===== src/include/pfmc_pkg.sv =====
// Package for the parallel flash host controller: register map, bus timing, pin structs.
// Assumes a 100 MHz APB clock and an asynchronous parallel NOR flash on the far side.
`default_nettype none
package pfmc_pkg;
	// ---------------------------------------------------------------
	// Register map (byte offsets)
	// ---------------------------------------------------------------
	localparam logic [7:0] PFMC_CTRL_OFF = 8'h00;
	localparam logic [7:0] PFMC_ADDR_OFF = 8'h04;
	localparam logic [7:0] PFMC_WDATA_OFF = 8'h08;
	localparam logic [7:0] PFMC_RDATA_OFF = 8'h0c;
	localparam logic [7:0] PFMC_STAT_OFF = 8'h10;
	// CTRL fields
	localparam int PFMC_CMD_LSB = 0;
	localparam int PFMC_CMD_W = 3;
	localparam int PFMC_WORD_BIT = 4;
	localparam int PFMC_HV_BIT = 5;
	// STAT fields
	localparam int PFMC_BUSY_BIT = 0;
	localparam int PFMC_TOUT_BIT = 1;
	localparam int PFMC_PROT_BIT = 2;
	// ---------------------------------------------------------------
	// Commands and flash command codes
	// ---------------------------------------------------------------
	localparam logic [2:0] PFMC_C_READ = 3'h1;
	localparam logic [2:0] PFMC_C_WRITE = 3'h2;
	localparam logic [2:0] PFMC_C_PROG = 3'h3;
	localparam logic [2:0] PFMC_C_RESET = 3'h4;
	localparam logic [2:0] PFMC_C_AUTOSEL = 3'h5;
	localparam logic [2:0] PFMC_C_PROTCHK = 3'h6;
	localparam logic [20:0] PFMC_UNLOCK1_A = 21'h000555;
	localparam logic [20:0] PFMC_UNLOCK2_A = 21'h0002aa;
	localparam logic [15:0] PFMC_UNLOCK1_D = 16'h00aa;
	localparam logic [15:0] PFMC_UNLOCK2_D = 16'h0055;
	localparam logic [15:0] PFMC_PROG_D = 16'h00a0;
	localparam logic [15:0] PFMC_AUTOSEL_D = 16'h0090;
	localparam logic [15:0] PFMC_RESET_D = 16'h00f0;
	// Autoselect address bits: qualifier low, item select, variant select
	localparam logic [20:0] PFMC_PROT_ITEM = 21'h000002;
	localparam int PFMC_VAR_BIT = 8;
	localparam int PFMC_SA_LSB = 12;
	localparam logic [7:0] PFMC_PROT_YES = 8'h01;
	localparam int PFMC_POLL_BIT = 7;
	localparam int PFMC_TOGG_BIT = 6;
	localparam int PFMC_TOUT_FLAG_BIT = 5;
	// ---------------------------------------------------------------
	// Bus timing
	// ---------------------------------------------------------------
	localparam int PFMC_CLK_NS = 10;
	localparam int PFMC_TACC_NS = 90;
	localparam int PFMC_TWP_NS = 35;
	localparam logic [3:0] PFMC_RD_CYC = 4'((PFMC_TACC_NS + PFMC_CLK_NS - 1) / PFMC_CLK_NS);
	localparam logic [3:0] PFMC_WR_CYC = 4'((PFMC_TWP_NS + PFMC_CLK_NS - 1) / PFMC_CLK_NS);

	typedef struct packed {
		logic ce_n;
		logic oe_n;
		logic we_n;
		logic byte_n;
		logic [19:0] addr;
	} pfmc_ctl_s;

	typedef struct packed {
		logic [14:0] dq_o;
		logic [14:0] dq_oe_n;
		logic top_data_or_lsb_address_o;
		logic top_data_or_lsb_address_oe_n;
	} pfmc_dq_s;
endpackage : pfmc_pkg
`default_nettype wire


===== src/rtl/pfmc_host.sv =====
// Host controller for an asynchronous parallel NOR flash, driven from APB registers.
// Assumes the flash pins are wired directly; high-voltage reset is a request output.
`timescale 1ns/100ps
`default_nettype none

// Functional notes
// - Host writes reset command after timeout flag or to leave autoselect.
// - Program is two unlock writes, set-up command, then address and data.
// - Protect other sectors before unprotecting; advisory only.
// - Autoselect reads: qualifier low, item bits zero or lo-bit high.
// - Protection verify: item hi high, lo low, sector on upper lines.
// - Manufacturer read with variant select high.
// - Autoselect by command sequence, no high voltage on the id pin.
module pfmc_host
	import pfmc_pkg::*;
(
	input wire logic pclk, // APB clock
	input wire logic presetn, // Async reset, low
	input wire logic psel, // APB select
	input wire logic penable, // APB enable
	input wire logic pwrite, // APB direction
	input wire logic [7:0] paddr, // APB address
	input wire logic [31:0] pwdata, // APB write data
	output logic [31:0] prdata, // APB read data
	output logic pready, // APB ready
	output logic pslverr, // APB error
	output pfmc_pkg::pfmc_ctl_s flash_ctl, // Flash control and address
	output pfmc_pkg::pfmc_dq_s flash_dq, // Flash data drive
	input wire logic [14:0] dq_i, // Flash data in
	input wire logic top_data_or_lsb_address_i, // Top data line in
	output logic hv_reset_req // Request id high voltage on reset pin
);
	import pfmc_pkg::*;

	typedef enum logic [3:0] {
		PFMC_IDLE = 4'h0,
		PFMC_WSET = 4'h1,
		PFMC_WPUL = 4'h2,
		PFMC_WREC = 4'h3,
		PFMC_RACC = 4'h4,
		PFMC_RDONE = 4'h5,
		PFMC_POLL = 4'h6
	} pfmc_state_e;

	pfmc_state_e state_r;
	logic [3:0] cnt_r;
	logic [2:0] step_r;
	logic [2:0] cmd_r;
	logic word_r;
	logic hv_r;
	logic busy_r;
	logic tout_r;
	logic prot_r;
	logic [20:0] addr_r;
	logic [15:0] wdata_r;
	logic [15:0] rdata_r;
	logic [20:0] bus_a_r;
	logic [15:0] bus_d_r;
	logic [15:0] sync1_r;
	logic [15:0] sync2_r;
	logic [15:0] prev_r;
	logic poll_first_r;
	logic [15:0] din;
	logic wr_go;
	logic [2:0] nsteps;

	// ---------------------------------------------------------------
	// APB slave: always one access cycle; write to CTRL while not busy launches a command
	// ---------------------------------------------------------------
	assign pready = 1'b1;
	assign pslverr = 1'b0;
	assign wr_go = psel && penable && pwrite && (paddr == PFMC_CTRL_OFF) && !busy_r;

	always_comb begin
		unique case (paddr)
			PFMC_CTRL_OFF: prdata = {26'h0, hv_r, word_r, 1'b0, cmd_r};
			PFMC_ADDR_OFF: prdata = {11'h0, addr_r};
			PFMC_WDATA_OFF: prdata = {16'h0, wdata_r};
			PFMC_RDATA_OFF: prdata = {16'h0, rdata_r};
			PFMC_STAT_OFF: prdata = {29'h0, prot_r, tout_r, busy_r};
			default: prdata = 32'h0;
		endcase
	end

	always_ff @(posedge pclk or negedge presetn) begin
		if (!presetn) begin
			addr_r <= 21'h0;
			wdata_r <= 16'h0;
			cmd_r <= 3'h0;
			word_r <= 1'b1;
			hv_r <= 1'b0;
		end else if (psel && penable && pwrite) begin
			if (paddr == PFMC_ADDR_OFF)
				addr_r <= pwdata[20:0];
			if (paddr == PFMC_WDATA_OFF)
				wdata_r <= pwdata[15:0];
			if (paddr == PFMC_CTRL_OFF && !busy_r) begin
				cmd_r <= pwdata[PFMC_CMD_LSB +: PFMC_CMD_W];
				word_r <= pwdata[PFMC_WORD_BIT];
				hv_r <= pwdata[PFMC_HV_BIT];
			end
		end
	end
	assign hv_reset_req = hv_r; // software protects other sectors first

	// ---------------------------------------------------------------
	// Data input synchroniser
	// ---------------------------------------------------------------
	always_ff @(posedge pclk or negedge presetn) begin
		if (!presetn) begin
			sync1_r <= 16'h0;
			sync2_r <= 16'h0;
		end else begin
			sync1_r <= {top_data_or_lsb_address_i, dq_i};
			sync2_r <= sync1_r;
		end
	end
	// Byte mode shows only the low byte; upper lines are don't-care
	assign din = word_r ? sync2_r : {8'h0, sync2_r[7:0]};

	// Number of write cycles per command, read follows on the last except for WRITE and RESET
	always_comb begin
		unique case (cmd_r)
			PFMC_C_PROG: nsteps = 3'h4;
			PFMC_C_AUTOSEL, PFMC_C_PROTCHK: nsteps = 3'h3;
			PFMC_C_READ: nsteps = 3'h0;
			default: nsteps = 3'h1;
		endcase
	end

	// ---------------------------------------------------------------
	// Bus address and data per sequence step
	// ---------------------------------------------------------------
	always_comb begin
		bus_a_r = addr_r;
		bus_d_r = wdata_r;
		if (cmd_r == PFMC_C_RESET) begin
			bus_d_r = PFMC_RESET_D;
		end else if (cmd_r != PFMC_C_WRITE && step_r < nsteps) begin
			unique case (step_r)
				3'h0: begin
					bus_a_r = PFMC_UNLOCK1_A;
					bus_d_r = PFMC_UNLOCK1_D;
				end
				3'h1: begin
					bus_a_r = PFMC_UNLOCK2_A;
					bus_d_r = PFMC_UNLOCK2_D;
				end
				3'h2: begin
					bus_a_r = PFMC_UNLOCK1_A;
					bus_d_r = (cmd_r == PFMC_C_PROG) ? PFMC_PROG_D : PFMC_AUTOSEL_D;
				end
				default: begin
					bus_a_r = addr_r;
					bus_d_r = wdata_r;
				end
			endcase
		end else if (cmd_r == PFMC_C_AUTOSEL) begin
			// Qualifier low, item bits and variant from the user address
			bus_a_r = addr_r & 21'h000103;
			bus_a_r[PFMC_VAR_BIT] = addr_r[PFMC_VAR_BIT];
		end else if (cmd_r == PFMC_C_PROTCHK) begin
			bus_a_r = ((addr_r >> PFMC_SA_LSB) << PFMC_SA_LSB) | PFMC_PROT_ITEM;
		end
	end

	// ---------------------------------------------------------------
	// Flash bus sequencer
	// ---------------------------------------------------------------
	always_ff @(posedge pclk or negedge presetn) begin
		if (!presetn) begin
			state_r <= PFMC_IDLE;
			cnt_r <= 4'h0;
			step_r <= 3'h0;
			busy_r <= 1'b0;
			tout_r <= 1'b0;
			prot_r <= 1'b0;
			rdata_r <= 16'h0;
			prev_r <= 16'h0;
			poll_first_r <= 1'b0;
		end else begin
			cnt_r <= (cnt_r == 4'h0) ? 4'h0 : cnt_r - 4'h1;
			unique case (state_r)
				PFMC_IDLE: begin
					step_r <= 3'h0;
					if (wr_go) begin
						busy_r <= 1'b1;
						tout_r <= 1'b0;
						state_r <= PFMC_WSET;
					end
				end
				PFMC_WSET: begin
					if (cmd_r == PFMC_C_READ || cmd_r == PFMC_C_RESET && step_r == 3'h1
						|| step_r >= nsteps && cmd_r != PFMC_C_RESET
						&& cmd_r != PFMC_C_WRITE && cmd_r != PFMC_C_PROG) begin
						cnt_r <= PFMC_RD_CYC;
						state_r <= PFMC_RACC;
					end else begin
						cnt_r <= PFMC_WR_CYC;
						state_r <= PFMC_WPUL;
					end
				end
				PFMC_WPUL: if (cnt_r == 4'h0) begin
					cnt_r <= PFMC_WR_CYC;
					state_r <= PFMC_WREC;
				end
				PFMC_WREC: if (cnt_r == 4'h0) begin
					step_r <= step_r + 3'h1;
					if (cmd_r == PFMC_C_PROG && step_r == 3'h3) begin
						poll_first_r <= 1'b1;
						cnt_r <= PFMC_RD_CYC;
						state_r <= PFMC_POLL;
					end else if (cmd_r == PFMC_C_WRITE || cmd_r == PFMC_C_RESET
						|| step_r + 3'h1 < nsteps) begin
						state_r <= (step_r + 3'h1 < nsteps) ? PFMC_WSET : PFMC_RDONE;
					end else begin
						state_r <= PFMC_WSET;
					end
				end
				PFMC_RACC: if (cnt_r == 4'h0) begin
					rdata_r <= din;
					prot_r <= (din[7:0] == PFMC_PROT_YES);
					state_r <= PFMC_RDONE;
				end
				PFMC_POLL: if (cnt_r == 4'h0) begin
					// Toggle bit moves once per read; oe_n rises while cnt_r is zero to split reads
					prev_r <= din;
					poll_first_r <= 1'b0;
					cnt_r <= PFMC_RD_CYC;
					if (!poll_first_r && din[PFMC_TOGG_BIT] == prev_r[PFMC_TOGG_BIT]) begin
						rdata_r <= din;
						tout_r <= (din[7:0] != wdata_r[7:0]);
						state_r <= PFMC_RDONE;
					end else if (din[PFMC_TOUT_FLAG_BIT] && !poll_first_r
						&& din[PFMC_POLL_BIT] != wdata_r[PFMC_POLL_BIT]) begin
						tout_r <= 1'b1;
						rdata_r <= din;
						state_r <= PFMC_RDONE;
					end
				end
				PFMC_RDONE: begin
					busy_r <= 1'b0;
					state_r <= PFMC_IDLE;
				end
				default: state_r <= PFMC_IDLE;
			endcase
		end
	end

	// ---------------------------------------------------------------
	// Pin drive
	// ---------------------------------------------------------------
	logic drive;
	assign drive = (state_r == PFMC_WSET || state_r == PFMC_WPUL || state_r == PFMC_WREC)
		&& !(cmd_r == PFMC_C_READ);
	always_comb begin
		flash_ctl.ce_n = (state_r == PFMC_IDLE || state_r == PFMC_RDONE);
		flash_ctl.oe_n = !(state_r == PFMC_RACC || (state_r == PFMC_POLL && |cnt_r));
		flash_ctl.we_n = (state_r != PFMC_WPUL);
		flash_ctl.byte_n = word_r;
		flash_ctl.addr = word_r ? bus_a_r[19:0] : bus_a_r[20:1];
		flash_dq.dq_o = bus_d_r[14:0];
		flash_dq.dq_oe_n = {{7{!(drive && word_r)}}, {8{!drive}}};
		flash_dq.top_data_or_lsb_address_o = word_r ? bus_d_r[15] : bus_a_r[0];
		flash_dq.top_data_or_lsb_address_oe_n = word_r ? !drive : 1'b0;
	end
endmodule : pfmc_host
`default_nettype wire


===== config.mk =====
export PLATFORM = sky130hd
export DESIGN_NAME = pfmc_host
export DESIGN_NICKNAME = d
export VERILOG_FILES = /design/src/include/pfmc_pkg.sv /design/src/rtl/pfmc_host.sv
export SDC_FILE = /design/constraint.sdc
export NUM_CORES = 1
export LEC_CHECK = 0
export BUFFER_PORTS_ARGS = -buffer_cell sky130_fd_sc_hd__buf_2
export CAP_MARGIN = 20
export CORE_AREA = 10 10 112 114
export DETAILED_ROUTE_END_ITERATION = 12
export DIE_AREA = 0 0 122 124
export HOLD_SLACK_MARGIN = 0.12
export PLACE_DENSITY = 0.85
export SYNTH_ARGS = -nofsm -noshare
export SYNTH_HDL_FRONTEND = slang
export SYNTH_SLANG_ARGS = --single-unit

===== constraint.sdc =====
create_clock -name pclk -period 7.73 [get_ports pclk]
set_input_delay 1.546 -clock pclk [delete_from_list [all_inputs] [get_ports pclk]]
set_output_delay 1.546 -clock pclk [all_outputs]
set_load 0.05 [all_outputs]

=== Yosys cells after proc, flatten, opt, wreduce, memory -nomap -nowiden ===
Index checks and enable logic that the tools add are counted.
W data, S select, Z words.

* Equal/unequal tests: 34
* Add/sub/neg operators: 2
* Reduce and logical (&&, ||, !) cells: 54
* $lt $le $gt $ge: 3
* Muxes and demuxes: 52

{| class="wikitable"
|+ Operators with widths
! operator !! number
|-
| $mux W16 || 7
|-
| $pmux W21 S5 || 1
|-
| $mux W21 || 3
|-
| $mux W4 || 13
|-
| $pmux W16 S3 || 1
|-
| $pmux W21 S2 || 1
|-
| $pmux W16 S2 || 1
|-
| $pmux W4 S6 || 1
|-
| $mux W20 || 1
|-
| $logic_and A1 B1 Y1 || 17
|-
| $eq A8 B4 Y1 const B || 2
|-
| $pmux W4 S4 || 1
|-
| $mux W3 || 5
|-
| $reduce_and A2 Y1 || 7
|-
| $eq A3 B2 Y1 const B || 4
|-
| $eq A4 B3 Y1 const B || 3
|-
| $mux W12 || 1
|-
| $ne A2 B2 Y1 const B || 6
|-
| $reduce_and A4 Y1 || 3
|-
| $mux W1 || 10
|-
| $reduce_bool A2 Y1 || 5
|-
| $eq A3 B3 Y1 const B || 3
|-
| $pmux W3 S3 || 1
|-
| $eq A4 B2 Y1 const B || 2
|-
| 26 further kinds || 46
|}

* Output and inout bits: 91
* Logic and storage cells: 161
* Flip-flop bits (word level): 112

=== Longest topological paths before layout ===
Gate-level depths: netlist of run 1.

* Word-level depth: 10
* Mapped depth: 10
* Gate-level depth less buffers: 8

=== Least setup slack after synthesis of run 1 ===
Ideal clock, no wire load.

* Path kind: flip-flop to output port
* From: reg cmd_r[2]
* To: out flash_ctl[3] (netlist name)
* Arrival: 3.198 ns
* Setup slack: 2.986 ns
* Cell stages (with the launch flop): 10
* Data required time: 6.184 ns
* Cells stage by stage: dfrtp_1 > buf_2 > nor2b_1 > nand2_1 > ha_1 > nor2_1 > a21oi_2 > nor4_4 > nor2_1 > o32ai_1

{| class="wikitable"
|+ RTL lines
! item !! RTL line !! text
|-
| start, declared || pfmc_host.sv:48 || <nowiki>logic [2:0] cmd_r;</nowiki>
|-
| start signal, assigned || pfmc_host.sv:98 || <nowiki>cmd_r <= pwdata[PFMC_CMD_LSB +: PFMC_CMD_W];</nowiki>
|-
| end, declared || pfmc_host.sv:27 || <nowiki>output pfmc_pkg::pfmc_ctl_s flash_ctl,</nowiki>
|}

==> results of run 1 <==
## cells in the mapped netlist, types with 9 or more instances
master and number:
mux2_2 25, buf_4 28, nor2b_1 14, nor2_1 47
nor3_1 10, o22ai_1 12, o21ai_0 19, dfrtp_1 104
mux2i_1 18, ha_1 13, nand2_1 44, a21oi_1 21
a22oi_1 12, inv_1 21, nand2b_1 9, mux2_1 34
clkbuf_1 13
## power by group through the flow
stage	sequential, uW	clock, uW	combinational (uW)
after floorplan	629	0	674
after global placement	657	0	769
after detailed placement	661	0	784
after CTS	651	331	787
after global routing	660	351	837
final	653	327	787
## routing by layer
| metal | up-vias | share of wire (%) | global-route usage [%] |
|---|---|---|---|
| li1 | 2162 | - | - |
| met1 | 2362 | 38 | 24.8 |
| met2 | 236 | 51 | 35.1 |
| met3 | 34 | 8.1 | 4.34 |
| met4 | 0 | 2.7 | 9.09 |
| met5 | - | 0 | 0 |
## through the flow
stage	util [%]	power [uW]
finish	64.4	1770
global route	64.4	1850
CTS	64.3	1770
detailed placement	62.4	1450
global placement	62.4	1430
floorplan	-	1300
## sequential cells by signal (all words and copies together) (netlist names), 3 cells and up
| register | cells |
|---|---|
| state_r | 3 |
| addr_r | 21 |
| rdata_r | 16 |
| sync2_r | 16 |
| step_r | 3 |
| cnt_r | 4 |
| sync1_r | 16 |
| wdata_r | 16 |
| cmd_r | 3 |
## final timing paths
path,from,endpoint,cells after the start
max in group asynchronous,presetn,addr_r[17],2
worst min-delay path,sync1_r[0],sync2_r[0],0
worst max-delay path,cmd_r[1],flash_ctl[5],9
min in group asynchronous,presetn,prot_r,1
worst max register to register,cmd_r[1],state_r[2],8
worst min register to register,sync1_r[0],sync2_r[0],0
## cell usage in the layout (no fill, tap or decap), types with 6 or more instances in the layout
cell type	Yosys	routed
xnor2_1	7	7
nand2_1	44	44
conb_1	2	13
nand2b_1	9	9
o22ai_1	12	12
mux2_2	25	25
buf_2	8	126
o21ai_0	19	19
clkbuf_8	0	10
and3_1	7	7
o21ai_1	6	6
a22oi_1	12	12
nor2_1	47	47
ha_1	13	13
a21oi_1	21	21
nor2b_1	14	14
mux2i_1	18	18
inv_1	21	21
nor3_1	10	10
nand3_1	8	8
mux2_1	34	34
dfrtp_1	104	104
## worst reg2reg max path, delay by kind of cell (launching register included)
| family | cells | cell delay [ns] |
|---|---|---|
| DFF | 1 | 0.65 |
| adders and majority gates | 1 | 0.37 |
| AOI/OAI and AO/OA | 3 | 0.50 |
| and+or+nand+nor | 4 | 0.96 |
## cells by family after synthesis
logic type | count (synthesis) | synth area share [%]
compound gates | 108 | 12.3
xor+xnor | 11 | 1.65
fa+ha+maj | 13 | 2.79
buf+inv | 74 | 6.86
flops | 105 | 45.0
mux | 82 | 16.4
other cells | 2 | 0.129
simple gates | 166 | 14.9
## cell type report
cell class / instances / area, um2 / area share, %
Timing Repair Buffer: 131 / 668 / 10.1
Sequential cell: 105 / 2630 / 39.9
Multi-Input combinational cell: 393 / 2850 / 43.3
Inverter: 22 / 82.6 / 1.25
Clock buffer: 11 / 141 / 2.15
Antenna cell: 1 / 2.50 / 0.0380
Tap cell: 136 / 170 / 2.58
Clock inverter: 5 / 46.3 / 0.702
==> metrics.txt, run 1 <==
core region area 10200 um2; Num CTS Buffers 9; Critical Path Most Common Cell nor2_1; register area share after synthesis between 40% and 50%; dpl cell area roughly 6400 um2; clock share of power a little under a fifth; number of library cell types mapped by synthesis between 60 and 70; Final TNS setup 0 ns; Iteration-0 DRC Markers between 400 and 500; Worst Setup End Kind output pin; H-tree depth 3; clock sink count approximately 110; cts-stage hold buffer count 0; first drt pass iteration count 5; internal power 928 uW; post-route insts no fill roughly 800; R2R setup slack just over 5 ns; peak per-stage delay on the critical path ~0.65 ns; post-synth top area cell dfrtp_1; Mapped Cells between 500 and 600; Nets roughly 740; initial antenna violation count 1; first-pass GRT wire length around 25000 um; die width about 120 um; vias in the first global route about 5k; period utilization roughly 70%; Crit path buffers/inverters 1; Setup Fix Bufs, Post-CTS 0; Syn. warnings 0; HP Class reg2reg; Data arrival, critical path ~3.7 ns; average wire per standard cell 20.1 um; Clock Tree Buf Depth 2; drt drc 0; flops & latches, synth ~110; port bufs 127; fillcell total 840; site row count 37; Fmax between 150 and 200 MHz; total track usage between 20% and 30%; synthesized area per cell ~10 um2; Worst-Margin Slew between 1 and 1.5 ns; routed via count around 4.8k; Switch Pwr approximately 840 uW; die height between 100 and 150 um; Post-CTS Resized 0; pin count of the biggest net entering global routing 58; Final Hold Viols 0; VDD IR-drop max approximately 0.17 mV; CP top delay family simple AND/OR/NAND/NOR gates; Seq pwr share 37.0%; mapped cell area approximately 5800 um2; Layout area overhead 12.9%; clock skew about 0.014 ns; CTS tree done; Starting Density between 50% and 60%; crit path kind reg2out; share of layout cells above drive strength 1 between 20% and 30%; Worst-path clk slew approximately 0.10 ns; crit path time final between 5 and 6 ns; status finished clean; maxcap violations 0; I/O pin cnt around 150; worst hold slack about 0.36 ns; grt total ovfl 0; # setup viols final 0; Post-synth ARST share 100%; Slew Viols, Final 0; Placer Congestion 0.917; Worst-Skew Late Latency roughly 0.38 ns; vias per cell just under 6; final instance area 6590 um2; Clock Tree Root clkbuf_8; Die ar. between 15000 and 20000 um2; setup slack after layout between 2 and 2.5 ns; pre-CTS setup slack 2.51 ns; data required time of the worst path just over 6 ns; area share of the leading cell type in the synthesized netlist between 40% and 50%; slowest CP cell dfrtp_1; largest fanout on the critical path 15; crit path cell chain nor2b_1, nand2_1, ha_1, nor2_1, a21oi_2, nor4_4, nor2_1, o32ai_1, buf_2; post-DP HPWL between 10000 and 15000 um; dpl cells 785; startpoint types register; Most used DFF post-synth dfrtp_1; WL final 16100 um; post-route ant nets 0; Pwr Density around 270 nW/um2; top cells by area, synth dfrtp_1 (45%), mux2_1 (6.6%), mux2_2 (4.8%); switch share a little under half; Static Leak about 0.0034 uW; worst rel slew slack roughly 30%; Post-synth EDFFs 0; RSZ-0062 raised after global routing no; Logic pwr share 44.5%
(Power assumes the default switching activity.)
==> run 2, diff against run 1 <==
CORE_AREA = 10 10 115 117   (was 10 10 112 114)
DIE_AREA = 0 0 125 127   (was 0 0 122 124)
PLACE_DENSITY = 0.81   (was 0.85)
clock period = 5.2 ns   (was 7.73 ns; I/O delays follow)
==> run 2 against run 1 <==
Count of clock-buffer cells in the layout decreased by 1. Non-clock buffer count stayed put. Sequential power grew 49%. Die area is 4.9% higher. Design area increased by 2.6%. Sequential cell count did not move. Sequential share of layout area shrank 1.0 points.
==> metrics.txt, run 2 (same netlist as run 1, synthesis figures left out) <==
status finished clean (unchanged); post-layout util 60.8% (was 64.4%); Data arrival, critical path 3.71 ns (was 3.74 ns); Pwr Density 427 nW/um2 (was 268 nW/um2); most frequent cells in the layout buf_2 (126), dfrtp_1 (104), nor2_1 (47), nand2_1 (44), mux2_1 (34) (unchanged); Layout area overhead 15.8% (was 12.9%); total track usage 19.3% (was 20.6%); Final TNS setup 0 ns (unchanged); Nets 736 (unchanged); share of layout cells above drive strength 1 28.2% (unchanged); port bufs 127 (unchanged); R2R cell count 8 (unchanged); Post-CTS Resized 0 (unchanged); crit path kind reg2out (unchanged); WL final 16100 um (about the same); Worst-Skew Late Latency 0.35 ns (was 0.38 ns); Clock Tree Buf Depth 2 (unchanged); final instance area 6760 um2 (was 6590 um2); crit path time final roughly 4.7 ns; first-pass GRT wire length 25300 um (was 24900 um); die width 125 um (was 122 um); Clock Tree Root clkbuf_16 (was clkbuf_8); Iteration-0 DRC Markers 390 (was 425); Biggest register addr_r (unchanged); Worst-path clk slew 0.07 ns (was 0.10 ns); R2R setup slack 2.59 ns (was 5.13 ns); clock sink count 105 (unchanged); H-tree depth 3 (unchanged); RSZ-0062 raised after global routing no (unchanged); vias in the first global route 4903 (was 4872); Slew Viols, Final 0 (unchanged); area occupied by multi-input gates 2850 um2 (unchanged); pin count of the biggest net entering global routing 84 (was 58); number of cells on the worst hold path 0 (unchanged); dpl cell area 6400 um2 (was 6390 um2); CTS tree done (unchanged); HP Class reg2reg (unchanged); WHS Endpoint sync2_r[0] (unchanged); Starting Density 52.5% (was 57.1%); period utilization 91.3%; startpoint types register (unchanged); vias per cell 5.91 (was 5.96); Reg-to-Reg End state_r[2] (unchanged); routed via count 4797 (was 4794); cts-stage hold buffer count 0 (unchanged); commonest non-fill, non-tap cell in the layout buf_2 (unchanged); Setup Fix Bufs, Post-CTS 0 (unchanged); Num CTS Buffers 9 (unchanged); fillcell total 891 (was 840); first drt pass iteration count 5 (unchanged); site row count 39 (was 37); Final Hold Viols 0 (unchanged); Worst Setup End Kind output pin (unchanged); Die ar. 15900 um2 (was 15100 um2); initial antenna violation count 1 (unchanged); average wire per standard cell 19.9 um (was 20.1 um); die height 127 um (was 124 um); Register Area 2630 um2 (unchanged); Fmax roughly 210 MHz; core region area 11100 um2 (was 10200 um2); r2r startpoint cmd_r[1] (unchanged); clock skew 0.00928 ns (was 0.0140 ns); maxcap violations 0 (unchanged); Worst-Margin Slew 1.06 ns (was 1.05 ns); Static Leak 0.00346 uW (was 0.00340 uW); I/O pin cnt 152 (unchanged); largest fanout on the critical path 15 (unchanged); post-route ant nets 0 (unchanged); # setup viols final 0 (unchanged); Worst Setup SP cmd_r[1] (unchanged); hold_sp sync1_r[0] (unchanged); post-DP HPWL 11800 um (was 12000 um); data required time of the worst path 4.16 ns (was 6.18 ns); max reg flops 21 (unchanged); grt total ovfl 0 (unchanged); drt drc 0 (unchanged); Placer Congestion 0.885 (was 0.917); VDD IR-drop max 0.277 mV (was 0.173 mV); worst rel slew slack 29.0% (was 29.8%)
-- run 2: cell types whose count changed in the layout (fill, tap and decap cells not counted) --
cell	change
bufinv_16	+2
clkinv_4	-2
inv_6	-1
clkbuf_16	+9
clkbuf_8	-10
buf_4	-1
inv_8	+1
clkinvlp_4	+1
buf_16	+1
-- run 2: layout make-up --
class	instances	share of cell area (%)
multi-input combinational	393	42.2
clock inverter	6	1.46
timing repair buffer	131	10.2
antenna	1	0.0370
inverter	22	1.22
sequential	105	38.9
clock buffer	10	3.39
tap	143	2.65
-- run 2: layer usage --
layer	GRT usage [%]	vias to the layer above	part of all wire, %
met4	10.0	0	3.4
met2	32.3	222	50
met5	0	-	0
met3	3.85	38	6.4
li1	-	2175	-
met1	23.0	2362	40
-- run 2: per-stage QoR --
step | total power (uW) | cells | setup slack [ns] | hold slack, ns
after global routing | 3010 | 811 | 0.236 | 0.352
after CTS | 2890 | 809 | 0.549 | 0.351
after floorplan | 1940 | 572 | 0.962 | 0.331
after detailed placement | 2150 | 793 | 0.930 | 0.335
after global placement | 2120 | 793 | 1.02 | 0.332
final | 2880 | 811 | 0.453 | 0.349
-- run 2: worst max-delay path, stage by stage (launching register included) --
cell and delay [ns]:
dfrtp_1 0.64, nor2b_1 0.39, nand2_1 0.19, ha_1 0.38
nor2_1 0.09, a21oi_2 0.53, nor2_1 0.18, o21ai_0 0.48
o32ai_1 0.22, buf_2 0.26
-- run 2: worst max path at each step --
stage	end	cells after the start
2_1_floorplan	flash_ctl[3]	9
3_3_place_gp	flash_ctl[3]	9
3_5_place_dp	flash_ctl[5]	9
4_1_cts	flash_ctl[5]	9
5_1_grt	flash_ctl[5]	9
6_report	flash_ctl[9]	9
-- run 2: where the power goes --
part	internal [uW]	total, uW	switching (uW)
sequential	887	971	83.8
clock	430	736	307
combinational	300	1180	876
total	1620	2880	1270
==> run 3, diff against run 2 <==
--- a/constraint.sdc
+++ b/constraint.sdc
@@ -3,2 +3,2 @@
 set_output_delay 1.04 -clock pclk [all_outputs]
-set_load 0.05 [all_outputs]
+set_load 0.1 [all_outputs]
==> run 3 against run 2 <==
Setup slack got worse by 0.070 ns. Cell count decreased by 0.25%. Sequential cell count stayed put. Largest cell class unchanged.
==> metrics.txt, run 3 (same netlist as run 1, synthesis figures left out) <==
status finished clean (unchanged); Clock Tree Buf Depth 2 (unchanged); setup slack after layout 0.383 ns (was 0.453 ns); clock skew 0.0146 ns (was 0.00928 ns); die width 125 um (unchanged); crit path cell chain nor2b_1, nand2_1, ha_1, nor2_1, a21oi_2, nor4_4, nor2_1, o32ai_2, buf_2 (was nor2b_1, nand2_1, ha_1, nor2_1, a21oi_2, nor2_1, o21ai_0, o32ai_1, buf_2); Worst-Margin Slew 1.05 ns (was 1.06 ns); crit path kind reg2out (unchanged); drt drc 0 (unchanged); VDD IR-drop max 0.436 mV (was 0.277 mV); maxcap violations 0 (unchanged); Setup Fix Bufs, Post-CTS 0 (unchanged); Iteration-0 DRC Markers 355 (was 390); Slew Viols, Final 0 (unchanged); # setup viols final 0 (unchanged); Worst-path clk slew 0.07 ns (about the same); commonest non-fill, non-tap cell in the layout buf_2 (unchanged); initial antenna violation count 0 (was 1); post-route insts no fill 809 (was 811); area occupied by multi-input gates 2870 um2 (was 2850 um2); RSZ-0062 raised after global routing no (unchanged); slowest CP cell dfrtp_1 (unchanged); data required time of the worst path 4.16 ns (about the same); share of layout cells above drive strength 1 28.7% (was 28.2%); fillcell total 917 (was 891); Data arrival, critical path 3.78 ns (was 3.71 ns); Worst-Skew Late Latency 0.35 ns (about the same); period utilization 92.6% (was 91.3%); first drt pass iteration count 5 (unchanged); Critical Path Most Common Cell nor2_1 (unchanged); CTS tree done (unchanged); Nets 735 (was 736); Num CTS Buffers 9 (unchanged); H-tree depth 3 (unchanged); Final Hold Viols 0 (unchanged); Clock Tree Root clkbuf_16 (unchanged); peak per-stage delay on the critical path 0.65 ns (was 0.64 ns); I/O pin cnt 152 (unchanged); Pwr Density 494 nW/um2 (was 427 nW/um2); Worst Setup End Kind output pin (unchanged); Layout area overhead 14.9% (was 15.8%); Starting Density 52.5% (unchanged); pre-CTS setup slack 0.721 ns (was 0.930 ns); post-DP HPWL 11900 um (was 11800 um); total track usage 19.3% (about the same); Static Leak 0.00345 uW (was 0.00346 uW); WL final 15800 um (was 16100 um); vias per cell 5.80 (was 5.91); Post-CTS Resized 0 (unchanged); CP top delay family simple AND/OR/NAND/NOR gates (was compound AO/OA/AOI/OAI gates); Die ar. 15900 um2 (unchanged); cts-stage hold buffer count 0 (unchanged); worst rel slew slack 29.2% (was 29.0%); site row count 39 (unchanged); die height 127 um (unchanged); vias in the first global route 4888 (was 4903); dpl cells 793 (unchanged); Placer Congestion 0.948 (was 0.885); largest fanout on the critical path 15 (unchanged); Crit path buffers/inverters 1 (unchanged); core region area 11100 um2 (unchanged); Final TNS setup 0 ns (unchanged); port bufs 127 (unchanged); pin count of the biggest net entering global routing 59 (was 84); clock sink count 105 (unchanged); max reg flops 21 (unchanged); first-pass GRT wire length 25400 um (was 25300 um); Design Power 3310 uW (was 2880 uW); post-route ant nets 0 (unchanged); routed via count 4693 (was 4797); average wire per standard cell 19.6 um (was 19.9 um); Fmax 208 MHz (was 211 MHz); crit path time final 4.82 ns (was 4.75 ns); startpoint types register (unchanged); HP Class reg2reg (unchanged); Biggest register addr_r (unchanged); most frequent cells in the layout buf_2 (126), dfrtp_1 (104), nor2_1 (47), nand2_1 (44), mux2_1 (34) (unchanged); Register Area 2630 um2 (unchanged); grt total ovfl 0 (unchanged); # diodes 0 (was 1)
run 3: final timing paths:
kind | startpoint | endpoint | slack (ns) | cells after the start
max | cmd_r[1] | flash_ctl[9] | 0.38 | 9
min | sync1_r[7] | sync2_r[7] | 0.35 | 0
max reg2reg | cmd_r[1] | state_r[2] | 2.64 | 8
min reg2reg | sync1_r[7] | sync2_r[7] | 0.35 | 0
max in group asynchronous | presetn | addr_r[10] | 3.42 | 2
min in group asynchronous | presetn | hv_reset_req | 0.74 | 1
run 3: area by class of cell:
cell class / instances / area share (%)
inverters: 22 / 1.23
multi-input cells: 393 / 42.8
flip-flops and latches: 105 / 39.2
clock inverters: 7 / 0.913
repair buffers: 130 / 9.84
well taps: 143 / 2.67
clock buffers: 9 / 3.36
run 3: worst register-to-register path: stages (launching register included):
cell	delay [ns]
dfrtp_1	0.65
nor2b_1	0.39
nand2_1	0.18
ha_1	0.36
a21oi_1	0.24
o2111ai_1	0.15
nand4_1	0.17
nand2b_1	0.17
o311ai_0	0.13
run 3: stage by stage:
stage / utilization (%) / cell area, um2 / hold slack [ns]
2_1_floorplan: - / 5900 / 0.331
3_3_place_gp: 57.7 / 6420 / 0.333
3_5_place_dp: 57.7 / 6420 / 0.336
4_1_cts: 60.3 / 6710 / 0.350
5_1_grt: 60.3 / 6710 / 0.356
6_report: 60.3 / 6710 / 0.346
run 3: report_power, final:
part	internal (uW)	leakage, uW	switching, uW
logic	298	0.00195	1390
clock network	335	0.000140	316
registers	887	0.00136	83.5
run 3: metal layers:
layer | up-vias | routed length (um) | track usage, %
met1 | 2306 | 6170 | 22.9
li1 | 2166 | - | -
met2 | 185 | 8240 | 33.2
met4 | 0 | 447 | 8.60
met3 | 36 | 956 | 4.22
met5 | - | 0 | 0
